### src/rtl/supply_monitor_defines.vh
// Constants for the supply fault and safety monitor: register indices,
// field positions, reset values, filter times and derived cycle counts.
// Assumes a 125 MHz core clock; included by bare name.
`ifndef SUPPLY_MONITOR_DEFINES_VH
`define SUPPLY_MONITOR_DEFINES_VH

// Core clock period in nanoseconds.
`define CLK_PERIOD_NS 8

// Filter times in nanoseconds.
`define PUMP_LOW_FILTER_NS 10000
`define PUMP_FAIL_FILTER_NS 10000
`define OVERVOLT_FILTER_NS 10000
`define UNDERVOLT_FILTER_NS 10000
`define PIN_FILTER_NS 1000

// Least times round up to whole cycles.
`define NS_TO_CYC(ns) ((ns + `CLK_PERIOD_NS - 1) / `CLK_PERIOD_NS)
`define PUMP_LOW_FILTER_CYC `NS_TO_CYC(`PUMP_LOW_FILTER_NS)
`define PUMP_FAIL_FILTER_CYC `NS_TO_CYC(`PUMP_FAIL_FILTER_NS)
`define OVERVOLT_FILTER_CYC `NS_TO_CYC(`OVERVOLT_FILTER_NS)
`define UNDERVOLT_FILTER_CYC `NS_TO_CYC(`UNDERVOLT_FILTER_NS)
`define PIN_FILTER_CYC `NS_TO_CYC(`PIN_FILTER_NS)

// Register indices on the plain register port.
`define REG_MODE_CTRL 4'h0
`define REG_HB_ENABLE 4'h1
`define REG_HB_POLARITY 4'h2
`define REG_HB_PWM_SEL 4'h3
`define REG_DIAG_CTRL 4'h4
`define REG_DEV_STATUS 4'h5
`define REG_SW_STATUS 4'h6

// Mode control action bits.
`define CTRL_GO_NORMAL 0
`define CTRL_GO_FAILSAFE 1
`define CTRL_RESTART 2

// Device status fields.
`define ST_OVERVOLT 0
`define ST_UNDERVOLT 1
`define ST_PUMP_FAIL 2
`define ST_PUMP_LOW 3
`define ST_COMM_FAIL 4
`define ST_FAILSAFE 5
`define ST_SLEEP 6
`define ST_NORMAL 7
`define COMM_OK_BIT 15

// Reset values.
`define RST_HB 7'h00
`define RST_DIAG 6'h00

`endif

### src/rtl/fault_filter.v
// Digital glitch filter built from a clocked counter.
// Assumes its input is already synchronous to clk.
`timescale 1ns/100ps
module fault_filter #(
    parameter LIMIT = 1250,
    parameter WIDTH = 16,
    parameter SYMMETRIC = 0
) (
    input wire clk,
    input wire rst,
    input wire raw,
    output reg filt_q
);
    // Cycles that the input has differed from the output.
    reg [WIDTH-1:0] cnt_q;

    // Asymmetric mode drops at once when the input goes inactive; symmetric
    // mode needs a stable run in both directions.
    always @(posedge clk or posedge rst)
    begin
        if (rst)
        begin
            cnt_q <= {WIDTH{1'b0}};
            filt_q <= 1'b0;
        end
        else if (raw == filt_q)
        begin
            // Input agrees: restart the count.
            cnt_q <= {WIDTH{1'b0}};
        end
        else if (!raw && SYMMETRIC == 0)
        begin
            // Fault gone: clear without delay.
            cnt_q <= {WIDTH{1'b0}};
            filt_q <= 1'b0;
        end
        else if (cnt_q == LIMIT[WIDTH-1:0] - 1'b1)
        begin
            // Count reached its limit: take the new level.
            cnt_q <= {WIDTH{1'b0}};
            filt_q <= raw;
        end
        else
        begin
            // Still counting.
            cnt_q <= cnt_q + 1'b1;
        end
    end
endmodule // fault_filter

### src/rtl/supply_fault_safety_monitor.v
// Supply fault and safety monitor for a seven-channel gate pre-driver.
// Assumes asynchronous comparator and pin inputs; serial errors on clk.
//
// Overview of operation
// - Test currents only in normal mode without faults.
// - Pump low sets flag after filter time.
// - Pump fail latches all gates off, flags.
// - Over-voltage masks the pump fail flag.
// - Over-voltage latches high gates off only.
// - Over-voltage reduces high pull-down, registers kept.
// - Over-voltage kills test currents with no delay.
// - Over-voltage sets the over-voltage flag.
// - Mid over-voltage keeps pump, high gates off.
// - Above pump limit, pump off and discharged.
// - Under-voltage disables all gates, sets flag.
// - Under-voltage keeps pump and switched output.
// - Logic power-on reset enters sleep at once.
// - Every logic pin passes a digital filter.
// - Serial error enters failsafe immediately.
// - Communication ok bit in every response.
// - Switch status follows driver; PWM reads both.
// - Nominal supply permits full PWM operation.
// - Pump fail flag one when latched, no over-voltage.
`timescale 1ns/100ps
`include "supply_monitor_defines.vh"
module supply_fault_safety_monitor #(
    parameter CHANNELS = 7,
    parameter TEST_CH = 3,
    parameter PUMP_LOW_CYC = `PUMP_LOW_FILTER_CYC,
    parameter PUMP_FAIL_CYC = `PUMP_FAIL_FILTER_CYC,
    parameter OVERVOLT_CYC = `OVERVOLT_FILTER_CYC,
    parameter UNDERVOLT_CYC = `UNDERVOLT_FILTER_CYC,
    parameter PIN_CYC = `PIN_FILTER_CYC
) (
    input wire clk,
    input wire rst,
    input wire pump_low_cmp,
    input wire pump_fail_cmp,
    input wire overvolt_cmp,
    input wire pump_overvolt_cmp,
    input wire undervolt_cmp,
    input wire logic_por,
    input wire wake_pin,
    input wire failsafe_pin,
    input wire [CHANNELS-1:0] pwm_pin,
    input wire toggle_err,
    input wire protocol_err,
    input wire [3:0] addr,
    input wire [15:0] wdata,
    input wire wr,
    input wire rd,
    output reg [15:0] rdata,
    output reg [CHANNELS-1:0] high_gate_out,
    output reg [CHANNELS-1:0] low_gate_out,
    output reg [TEST_CH-1:0] high_test_current_en,
    output reg [TEST_CH-1:0] low_test_current_en,
    output reg high_pulldown_reduced,
    output reg pump_enable,
    output reg switched_pump_out,
    output reg pump_discharge,
    output reg comm_ok_bit
);
    // One-hot operating modes.
    localparam [2:0] MODE_SLEEP = 3'b001;
    localparam [2:0] MODE_NORMAL = 3'b010;
    localparam [2:0] MODE_FAILSAFE = 3'b100;

    // Width of the pin vector that is synchronised.
    localparam NPIN = CHANNELS + 8;

    // Raw pins gathered for the synchroniser.
    wire [NPIN-1:0] pin_raw;
    // First and second synchroniser stages.
    reg [NPIN-1:0] sync1_q, sync2_q;
    // Filtered supply faults.
    wire pump_low_dg, pump_fail_dg, overvolt_dg, undervolt_dg;
    // Filtered logic pins.
    wire wake_dg, failsafe_dg;
    wire [CHANNELS-1:0] pwm_dg;
    // Synchronised levels used without filtering.
    wire overvolt_now, pump_ov_now, por_now;

    // Operating mode and its next value.
    reg [2:0] mode_q, mode_d;
    // Latched global faults.
    reg pump_fail_lat_q, overvolt_lat_q, undervolt_lat_q;
    // Sticky pump-low flag and serial failure flag.
    reg pump_low_flag_q, comm_fail_q;
    // Software registers.
    reg [CHANNELS-1:0] hb_enable_q, hb_polarity_q, hb_pwm_sel_q;
    reg [5:0] diag_control_reg_q;

    // Decoded strobes.
    wire wr_ctrl, restart, comm_err;
    // Flags as seen by software.
    wire pump_fail_flag, overvolt_fail_flag, undervolt_fail_flag;
    wire pump_low_flag;
    // Gate permissions, test current permission and drive demand.
    wire low_allowed, high_allowed, test_ok;
    wire [CHANNELS-1:0] high_demand, low_demand;
    // Status words.
    wire [15:0] device_status_reg, switch_status_reg;
    reg [15:0] rdata_d;

    assign pin_raw = {pwm_pin, failsafe_pin, wake_pin, logic_por,
                      pump_overvolt_cmp, undervolt_cmp, overvolt_cmp,
                      pump_fail_cmp, pump_low_cmp};

    // Two flip-flops on every pin before any logic reads it.
    always @(posedge clk or posedge rst)
    begin
        if (rst)
        begin
            sync1_q <= {NPIN{1'b0}};
            sync2_q <= {NPIN{1'b0}};
        end
        else
        begin
            sync1_q <= pin_raw;
            sync2_q <= sync1_q;
        end
    end

    assign overvolt_now = sync2_q[2];
    assign pump_ov_now = sync2_q[4];
    assign por_now = sync2_q[5];

    // Supply filters drop at once when the comparator releases.
    fault_filter #(.LIMIT(PUMP_LOW_CYC), .SYMMETRIC(0))
    u_pump_low (.clk(clk), .rst(rst), .raw(sync2_q[0]),
                .filt_q(pump_low_dg));
    fault_filter #(.LIMIT(PUMP_FAIL_CYC), .SYMMETRIC(0))
    u_pump_fail (.clk(clk), .rst(rst), .raw(sync2_q[1]),
                 .filt_q(pump_fail_dg));
    fault_filter #(.LIMIT(OVERVOLT_CYC), .SYMMETRIC(0))
    u_overvolt (.clk(clk), .rst(rst), .raw(sync2_q[2]),
                .filt_q(overvolt_dg));
    fault_filter #(.LIMIT(UNDERVOLT_CYC), .SYMMETRIC(0))
    u_undervolt (.clk(clk), .rst(rst), .raw(sync2_q[3]),
                 .filt_q(undervolt_dg));

    // Logic pins use a symmetric filter, one per pin.
    fault_filter #(.LIMIT(PIN_CYC), .SYMMETRIC(1))
    u_wake (.clk(clk), .rst(rst), .raw(sync2_q[6]),
            .filt_q(wake_dg));
    fault_filter #(.LIMIT(PIN_CYC), .SYMMETRIC(1))
    u_fspin (.clk(clk), .rst(rst), .raw(sync2_q[7]),
             .filt_q(failsafe_dg));

    genvar gi;
    generate
        for (gi = 0; gi < CHANNELS; gi = gi + 1)
        begin : g_pwm
            // One filter for each PWM input pin.
            fault_filter #(.LIMIT(PIN_CYC), .SYMMETRIC(1))
            u_pwm (.clk(clk), .rst(rst), .raw(sync2_q[8+gi]),
                   .filt_q(pwm_dg[gi]));
        end
    endgenerate

    // Strobe decode and serial error detection.
    assign wr_ctrl = wr && (addr == `REG_MODE_CTRL);
    assign restart = wr_ctrl && wdata[`CTRL_RESTART];
    assign comm_err = toggle_err || protocol_err;

    // Mode sequencing: power-on reset wins, then serial errors.
    always @*
    begin
        mode_d = mode_q;
        // Logic supply lost: sleep without delay.
        if (por_now)
            mode_d = MODE_SLEEP;
        else
            case (mode_q)
                MODE_SLEEP:
                    // Only a wake-up leaves sleep.
                    if (wake_dg)
                        mode_d = MODE_NORMAL;
                MODE_NORMAL:
                    // Serial error, pin or software command.
                    if (comm_err)
                        mode_d = MODE_FAILSAFE;
                    else if (failsafe_dg ||
                             (wr_ctrl && wdata[`CTRL_GO_FAILSAFE]))
                        mode_d = MODE_FAILSAFE;
                MODE_FAILSAFE:
                    // Return to normal on command once the pin is low.
                    if (wr_ctrl && wdata[`CTRL_GO_NORMAL] &&
                        !failsafe_dg && !comm_err)
                        mode_d = MODE_NORMAL;
                default:
                    mode_d = MODE_SLEEP;
            endcase
    end

    // Mode register and fault latches; a new fault wins over a restart.
    always @(posedge clk or posedge rst)
    begin
        if (rst)
        begin
            mode_q <= MODE_SLEEP;
            pump_fail_lat_q <= 1'b0;
            overvolt_lat_q <= 1'b0;
            undervolt_lat_q <= 1'b0;
            pump_low_flag_q <= 1'b0;
            comm_fail_q <= 1'b0;
        end
        else
        begin
            mode_q <= mode_d;
            // Pump fail latches every gate off.
            pump_fail_lat_q <= pump_fail_dg ||
                (pump_fail_lat_q && !restart);
            // Over-voltage latches the high gates off.
            overvolt_lat_q <= overvolt_dg ||
                (overvolt_lat_q && !restart);
            // Under-voltage latches all gates off.
            undervolt_lat_q <= undervolt_dg ||
                (undervolt_lat_q && !restart);
            // Pump-low flag after its filter time.
            pump_low_flag_q <= pump_low_dg ||
                (pump_low_flag_q && !restart);
            // Serial failure stays until a go-normal command with no serial error.
            comm_fail_q <= comm_err || (comm_fail_q &&
                !(wr_ctrl && wdata[`CTRL_GO_NORMAL]));
        end
    end

    // Flags: pump fail is masked while over the rising threshold.
    assign pump_fail_flag = pump_fail_lat_q &&
        !overvolt_now;
    assign overvolt_fail_flag = overvolt_lat_q;
    assign undervolt_fail_flag = undervolt_lat_q;
    assign pump_low_flag = pump_low_flag_q;

    // Gate permissions; low side survives over-voltage for braking.
    assign low_allowed = mode_q[1] && !pump_fail_lat_q &&
        !undervolt_lat_q;
    assign high_allowed = low_allowed && !overvolt_lat_q;
    assign test_ok = high_allowed && !overvolt_now && !pump_fail_dg &&
        !undervolt_dg;

    // Drive demand: PWM channels follow the filtered pin, others polarity.
    assign high_demand = hb_enable_q &
        ((hb_pwm_sel_q & pwm_dg) | (~hb_pwm_sel_q & hb_polarity_q));
    assign low_demand = hb_enable_q &
        ((hb_pwm_sel_q & ~pwm_dg) | (~hb_pwm_sel_q & ~hb_polarity_q));

    // Software registers; action bits of the control word are not stored.
    always @(posedge clk or posedge rst)
    begin
        if (rst)
        begin
            hb_enable_q <= `RST_HB;
            hb_polarity_q <= `RST_HB;
            hb_pwm_sel_q <= `RST_HB;
            diag_control_reg_q <= `RST_DIAG;
        end
        else if (wr)
        begin
            // Write decode by register index.
            case (addr)
                `REG_HB_ENABLE: hb_enable_q <= wdata[CHANNELS-1:0];
                `REG_HB_POLARITY: hb_polarity_q <= wdata[CHANNELS-1:0];
                `REG_HB_PWM_SEL: hb_pwm_sel_q <= wdata[CHANNELS-1:0];
                `REG_DIAG_CTRL: diag_control_reg_q <= wdata[5:0];
                default: hb_enable_q <= hb_enable_q; // Stores nothing.
            endcase
        end
    end

    // Registered outputs toward the analog front end.
    always @(posedge clk or posedge rst)
    begin
        if (rst)
        begin
            high_gate_out <= {CHANNELS{1'b0}};
            low_gate_out <= {CHANNELS{1'b0}};
            high_test_current_en <= {TEST_CH{1'b0}};
            low_test_current_en <= {TEST_CH{1'b0}};
            high_pulldown_reduced <= 1'b0;
            pump_enable <= 1'b0;
            switched_pump_out <= 1'b0;
            pump_discharge <= 1'b0;
        end
        else
        begin
            // High gates need the stricter permission.
            high_gate_out <= high_allowed ?
                high_demand : {CHANNELS{1'b0}};
            low_gate_out <= low_allowed ?
                low_demand : {CHANNELS{1'b0}};
            // Test currents: normal mode, no global fault, no over-voltage.
            high_test_current_en <= test_ok ? {diag_control_reg_q[5],
                diag_control_reg_q[3], diag_control_reg_q[1]} :
                {TEST_CH{1'b0}};
            low_test_current_en <= test_ok ? {diag_control_reg_q[4],
                diag_control_reg_q[2], diag_control_reg_q[0]} :
                {TEST_CH{1'b0}};
            // Weak pull-down during over-voltage; settings untouched.
            high_pulldown_reduced <= overvolt_now;
            // Pump runs outside sleep and below the pump limit, even under other faults.
            pump_enable <= !mode_q[0] &&
                !pump_ov_now;
            switched_pump_out <= !mode_q[0] &&
                !pump_ov_now;
            // Above the pump limit the buffer is discharged.
            pump_discharge <= pump_ov_now;
        end
    end

    // Status words returned to software.
    assign device_status_reg = {8'h00, mode_q[1], mode_q[0], mode_q[2],
        comm_fail_q, pump_low_flag, pump_fail_flag,
        undervolt_fail_flag, overvolt_fail_flag};
    // Switch status follows the driver; PWM channels read both set.
    assign switch_status_reg = {2'b00,
        high_gate_out | hb_pwm_sel_q,
        low_gate_out | hb_pwm_sel_q};

    // Read mux; unmapped indices read zero, bit 15 carries comm ok.
    always @*
    begin
        case (addr)
            `REG_HB_ENABLE: rdata_d = {9'h000, hb_enable_q};
            `REG_HB_POLARITY: rdata_d = {9'h000, hb_polarity_q};
            `REG_HB_PWM_SEL: rdata_d = {9'h000, hb_pwm_sel_q};
            `REG_DIAG_CTRL: rdata_d = {10'h000, diag_control_reg_q};
            `REG_DEV_STATUS: rdata_d = device_status_reg;
            `REG_SW_STATUS: rdata_d = switch_status_reg;
            default: rdata_d = 16'h0000;
        endcase
        rdata_d[`COMM_OK_BIT] = mode_q[1] && !comm_fail_q;
    end

    // Read data stands one cycle after the strobe and only then.
    always @(posedge clk or posedge rst)
    begin
        if (rst)
        begin
            rdata <= 16'h0000;
            comm_ok_bit <= 1'b0;
        end
        else
        begin
            rdata <= rd ? rdata_d : 16'h0000;
            comm_ok_bit <= mode_q[1] && !comm_fail_q;
        end
    end
endmodule // supply_fault_safety_monitor

### config.mk
export PLATFORM = sky130hd
export DESIGN_NAME = supply_fault_safety_monitor
export DESIGN_NICKNAME = d
export VERILOG_FILES = /design/src/rtl/fault_filter.v /design/src/rtl/supply_fault_safety_monitor.v
export VERILOG_INCLUDE_DIRS = /design/src /design/src/rtl
export SDC_FILE = /design/constraint.sdc
export NUM_CORES = 1
export LEC_CHECK = 0
export BUFFER_PORTS_ARGS = -buffer_cell sky130_fd_sc_hd__clkbuf_2
export CAP_MARGIN = 15
export CORE_MARGIN = 8
export CORE_UTILIZATION = 50
export DETAILED_ROUTE_END_ITERATION = 8
export HOLD_SLACK_MARGIN = 0.1
export PLACE_DENSITY = 0.67
export RECOVER_POWER = 50
export SLEW_MARGIN = 20
export SYNTH_ARGS = -nofsm -noshare
export SYNTH_HDL_FRONTEND = slang
export SYNTH_HIERARCHICAL = 1
export SYNTH_SLANG_ARGS = --single-unit
### constraint.sdc
create_clock -name clk -period 10.18 [get_ports clk]
set_input_delay 1.527 -clock clk [delete_from_list [all_inputs] [get_ports clk]]
set_output_delay 1.527 -clock clk [all_outputs]
set_load 0.01 [all_outputs]
==> results of run 1 <==
-- registers in the layout, summed over array words and instances (netlist names), 15 cells and up --
| register | cells |
|---|---|
| u_pump_fail/cnt_q | 16 |
| g_pwm.u_pwm/cnt_q | 112 |
| sync1_q | 15 |
| u_pump_low/cnt_q | 16 |
| sync2_q | 15 |
| u_overvolt/cnt_q | 16 |
| u_wake/cnt_q | 16 |
| rdata | 15 |
| u_fspin/cnt_q | 16 |
| u_undervolt/cnt_q | 16 |
-- logic make-up (layout without fill, tap and decap cells) --
family,Yosys count,after routing,synth area share [%]
AO/OA/AOI/OAI,50,50,2.91
XOR/XNOR,191,191,10.9
adder cells (fa/ha/maj),26,26,2.11
buffers and inverters,88,191,3.03
flip-flops,325,325,52.8
multiplexers,50,50,3.58
other,1,3,0.0244
AND/OR/NAND/NOR,664,664,24.6
-- through the flow --
stage	hold WS, ps	std cells	utilization [%]	power [uW]	setup slack (ps)
after CTS	347	1894	56.4	2850	7430
after floorplan	331	1395	-	1520	5920
after global routing	352	1895	56.1	2930	5750
after detailed placement	335	1831	52.6	1570	6880
final	346	1896	56.1	2810	6290
after global placement	333	1831	52.6	1570	6940
-- path summary, 6_finish.rpt --
kind / to / from / depth (start not counted)
max reg2reg: high_test_current_en[0]$_DFF_PP0_ / mode_q[1]$_DFFE_PP0P_ / 4
max in group clk: high_test_current_en[0]$_DFF_PP0_ / mode_q[1]$_DFFE_PP0P_ / 4
min in group asynchronous: g_pwm[5].u_pwm/cnt_q[13]$_DFF_PP0_ / rst / 2
min: sync2_q[4]$_DFF_PP0_ / sync1_q[4]$_DFF_PP0_ / 0
max: high_test_current_en[1]$_DFF_PP0_ / rst / 3
min reg2reg: sync2_q[4]$_DFF_PP0_ / sync1_q[4]$_DFF_PP0_ / 0
-- routing by layer --
layer  GRT usage (%)  wire, um  vias up
li1                -         -     5034
met1            24.3     14500     5166
met2            29.6     15300      159
met3            3.16      1240       51
met4            5.03       807        0
met5               0         0        -
-- cells in the final DEF, fill, tap and decap left out, drive strengths merged, types with 10 or more instances in the layout --
| cell type | instances |
|---|---|
| xnor2 | 111 |
| and3 | 17 |
| nor3 | 35 |
| nor2 | 251 |
| dfrtp | 324 |
| xor2 | 80 |
| a41o | 10 |
| clkbuf | 127 |
| nor2b | 11 |
| inv | 56 |
| and4 | 31 |
| mux2i | 10 |
| mux2 | 40 |
| nand3 | 78 |
| nand2 | 54 |
| nand4 | 80 |
| ha | 26 |
| nor4 | 64 |
-- power by group --
group | switching (uW) | internal [uW] | leakage, uW
Combinational | 93.1 | 64.0 | 0.00256
Clock | 503 | 758 | 0.000566
Sequential | 50.3 | 1340 | 0.00438
Total | 646 | 2160 | 0.00750
-- final cells by class --
type | count | area share [%]
Inverter | 56 | 1.24
Timing Repair Buffer | 72 | 2.07
Antenna cell | 2 | 0.0293
Clock buffer | 56 | 6.56
Clock inverter | 7 | 0.293
Tap cell | 396 | 2.90
Multi-Input combinational cell | 982 | 39.3
Sequential cell | 325 | 47.7
-- critical path, delay by kind of cell --
family                 cells  cell delay (ps)
buffers and inverters      3             2900
==> metrics, run 1 <==
startpoint types input port; final WL between 30000 and 40000 um; clk sinks roughly 330; Worst VDD drop between 0.00009 and 0.0001 V; DR vias/cell between 5 and 6; Synth top area share approximately 53%; die area between 30000 and 40000 um^2; final setup fails 0; max frequency ~260 MHz; Req. time, crit path 10770 ps; Top FF cell, synth dfrtp_1; worst path cell trace clkbuf_1 > clkinvlp_2 > buf_4; Detail Route Antenna Nets 0; Tcrit/Tclk final around two fifths; Clock Path Buffers 3; critical path arrival 4480 ps; Worst-Skew Late Latency between 500 and 600 ps; # nets final approximately 1500; R2R setup slack about 7400 ps; CTS Buf Count 37; Post-CTS Resized 0; hold bufs inserted after CTS 0; placed cell area roughly 16000 um^2; synthesized area 15400 um^2; Max-Slew Margin vs Limit -67.6%; initial antenna violation count 2; grt ovf 0; Final min period about 4000 ps; Cells after Synth 1395; Area growth syn-to-layout 10.9%; Critical Setup Path Class input port to asynchronous set/reset pin; first-pass GRT wire length 54200 um; FILL cells around 2700; 1st-iter DRT viols just under 500; Post-Route Skew 16.7 ps; async set-reset flop share out of synthesis between 90% and 100%; Max Cap Viol 1; Critical Path Fanout Max 58; final hold violations 0; CP max stage cell clkinvlp_2; post-route cell area about 17000 um^2; DRT Pass-1 Iters 4; count leader, synth dfrtp_1; Worst-Margin Slew 2500 ps; clock root buffer clkbuf_16; vias 10400; number of global-route vias before repair between 10000 and 15000; DP Wirelength about 22000 um; Seq cells post-synth around 330; pwr/cell area about 160 nW/um^2; largest net degree at the start of global routing 59; most frequent cells after synthesis dfrtp_1 (324), nor2_1 (235), xnor2_1 (111); CTS tree yes; Rows 64; ratio of cells with drive above 1 in the final layout roughly 17%; cell taking the most area after synthesis dfrtp_1; Synth cell types between 60 and 70; IO buf count ~70; setup_tns 0 ps; unrepaired setup endpoints after global routing false; status finished, violations left; Reg area between 8000 and 9000 um^2; core area roughly 30000 um^2; Initial Util about half; Multi-input gate area between 6000 and 7000 um^2; violated checks max-capacitance violations, max-slew violations; Clock transition at path regs around 60 ps; post-synthesis net count 1462; RePlAce Congestion slightly below 0.9; post-CTS repair timing setup buffer count 0; Crit path largest cell delay approximately 1700 ps; Post-synth EDFFs 0; CP endpoint kind asynchronous set/reset pin; Die Wd 191 um; Pleak about 0.0075 uW; Seq/Total Area, Yosys a little over half; DRC violations left 0; Synth warnings 6; DR WL/cell 16.8 um; Die Ht ~190 um; Hold Crit Class register to register; gr usage total between 10% and 20%; fin. max-slew vios a little under 60; H-tree levels 2; Area contributors post-synth dfrtp_1 (53%), xnor2_1 (6.3%), nor2_1 (5.7%), xor2_1 (4.6%), mux2_2 (2.9%); number of I/O pins between 80 and 90; Synth Area per Inst 11.0 um^2
Power figures use the tool's default switching activity.
==> run 2: changes to the inputs <==
==> constraint.sdc (replaced) <==
create_clock -name clk -period 3.9 [get_ports clk]
set_input_delay 0.585 -clock clk [delete_from_list [all_inputs] [get_ports clk]]
set_output_delay 0.585 -clock clk [all_outputs]
set_load 0.01 [all_outputs]
==> run 2 against run 1 <==
Against the previous run:
- the run still ends with max-capacitance violations, max-slew violations left
- non-clock buffer count stayed put
- via count grew 1.0%
- die area is the same
- combinational power increased to 2.7 times the previous value
- utilization is 0.73 points higher
- cell count rose by 0.16%
- wire length about the same
- critical endpoint is now high_test_current_en[0]$_DFF_PP0_
- largest cell class unchanged
==> metrics, run 2 (synthesized netlist as in run 1, its figures left out) <==
Largest Register g_pwm.u_pwm/cnt_q; pwr/cell area approximately 450 nW/um^2; Max Cap Viol 1; Hold Crit Class input port to register; Final Instance Count excl. Fillers between 1500 and 2000; unrepaired setup endpoints after global routing false; final WL 31800 um; Worst-Margin Slew between 2000 and 2500 ps; Max-Slew Margin vs Limit -46.5%; hold bufs inserted after CTS 0; setup_tns 0 ps; vias 10500; Clock Path Buffers 3; placed cell area 16000 um^2; Critical Setup Path Class register to register; CTS Buf Count 37; final hold violations 0; hold path depth 1; Crit path largest cell delay a little under 900 ps; Die Wd roughly 190 um; 1st-iter DRT viols between 600 and 700; clk sinks 325; most frequent cells in the layout dfrtp_1 (324), nor2_1 (235), xnor2_1 (111), xor2_1 (80), nand3_1 (74); placed insts 1831; RePlAce Congestion between 0.8 and 0.9; critical path arrival 2970 ps; H-tree levels 2; Initial Util about half; # nets final roughly 1500; final setup fails 0; Detail Route Antenna Nets 0; DP Wirelength about 22000 um; CP endpoint kind register; number of global-route vias before repair about 11000; CTS tree yes; Req. time, crit path between 4000 and 5000 ps; Die Ht about 190 um; violated checks max-capacitance violations, max-slew violations; DRT Pass-1 Iters 7; post-CTS repair timing setup buffer count 0; grt ovf 0; startpoint types register; Worst Reg2Reg Path Length in Cells 4; Area growth syn-to-layout 12.3%; first-pass GRT wire length around 55000 um; Clock transition at path regs 60 ps; Pleak ~0.0076 uW; Post-Route Skew 20.6 ps; largest net degree at the start of global routing 60; Worst-Skew Late Latency 530 ps; initial antenna violation count 0; worst path cell trace nor3b_1 > and2b_2 > nor4b_4 > and2_1; IO buf count between 70 and 80; Rows 64; number of I/O pins just over 80; fin. max-slew vios 46; DR vias/cell approximately 5.5; gr usage total 18.1%; Post-CTS Resized 0; Antenna diodes 0; CP max stage cell nor3b_1; DR WL/cell between 15 and 20 um; Critical Path Fanout Max 8; ratio of cells with drive above 1 in the final layout a little under a fifth; Worst VDD drop roughly 0.00032 V; max frequency between 300 and 400 MHz; status finished, violations left; commonest non-fill, non-tap cell in the layout dfrtp_1; post-route cell area 17300 um^2; Final min period around 2500 ps; DRC violations left 0; Tcrit/Tclk final between 60% and 70%; clock root buffer clkbuf_16; number of flip-flops in the largest register around 110; die area about 37000 um^2; core area 30400 um^2
[run 2: final timing paths]
path	start	to	slack (ps)
min reg2reg	sync1_q[0]$_DFF_PP0_	sync2_q[0]$_DFF_PP0_	350
max in group asynchronous	rst	mode_q[0]$_DFFE_PP1P_	1530
max	mode_q[1]$_DFFE_PP0P_	high_test_current_en[0]$_DFF_PP0_	1360
min in group asynchronous	rst	u_pump_fail/cnt_q[12]$_DFF_PP0_	720
min	overvolt_cmp	sync1_q[2]$_DFF_PP0_	160
max reg2reg	mode_q[1]$_DFFE_PP0P_	high_test_current_en[0]$_DFF_PP0_	1360
[run 2: through the flow]
step	util, %	hold slack [ps]	total power [uW]	setup WS (ps)
3_5_place_dp	52.6	336	4110	1640
6_report	56.8	160	7750	1360
2_1_floorplan	-	331	3980	584
3_3_place_gp	52.6	333	4090	1680
4_1_cts	57.0	136	7860	1860
5_1_grt	56.8	135	8080	1150
[run 2: area by class of cell]
class	instances	area, um^2
Clock buffer	53	1110
Clock inverter	15	223
Multi-Input combinational cell	982	6750
Inverter	56	211
Sequential cell	325	8130
Fill cell	2620	13100
Tap cell	396	495
Timing Repair Buffer	72	369
[run 2: power breakdown]
part           leakage, uW  switching, uW  internal [uW]
sequential         0.00438            133           3490
combinational      0.00258            248            171
clock             0.000651           1390           2320
total              0.00761           1770           5980
[run 2: metal layers]
metal  share of wire (%)  global-route usage, %  up-vias
li1                    -                      -     5045
met1                  46                   24.5     5227
met2                  47                   28.8      188
met3                 4.4                   3.59       56
met4                 2.8                   5.86        0
met5                   0                      0        -
[run 2: worst max-delay path: cells and delay by family (launching register included)]
family	cells	cell delay (ps)
flip-flops	1	480
AND/OR/NAND/NOR	4	1970
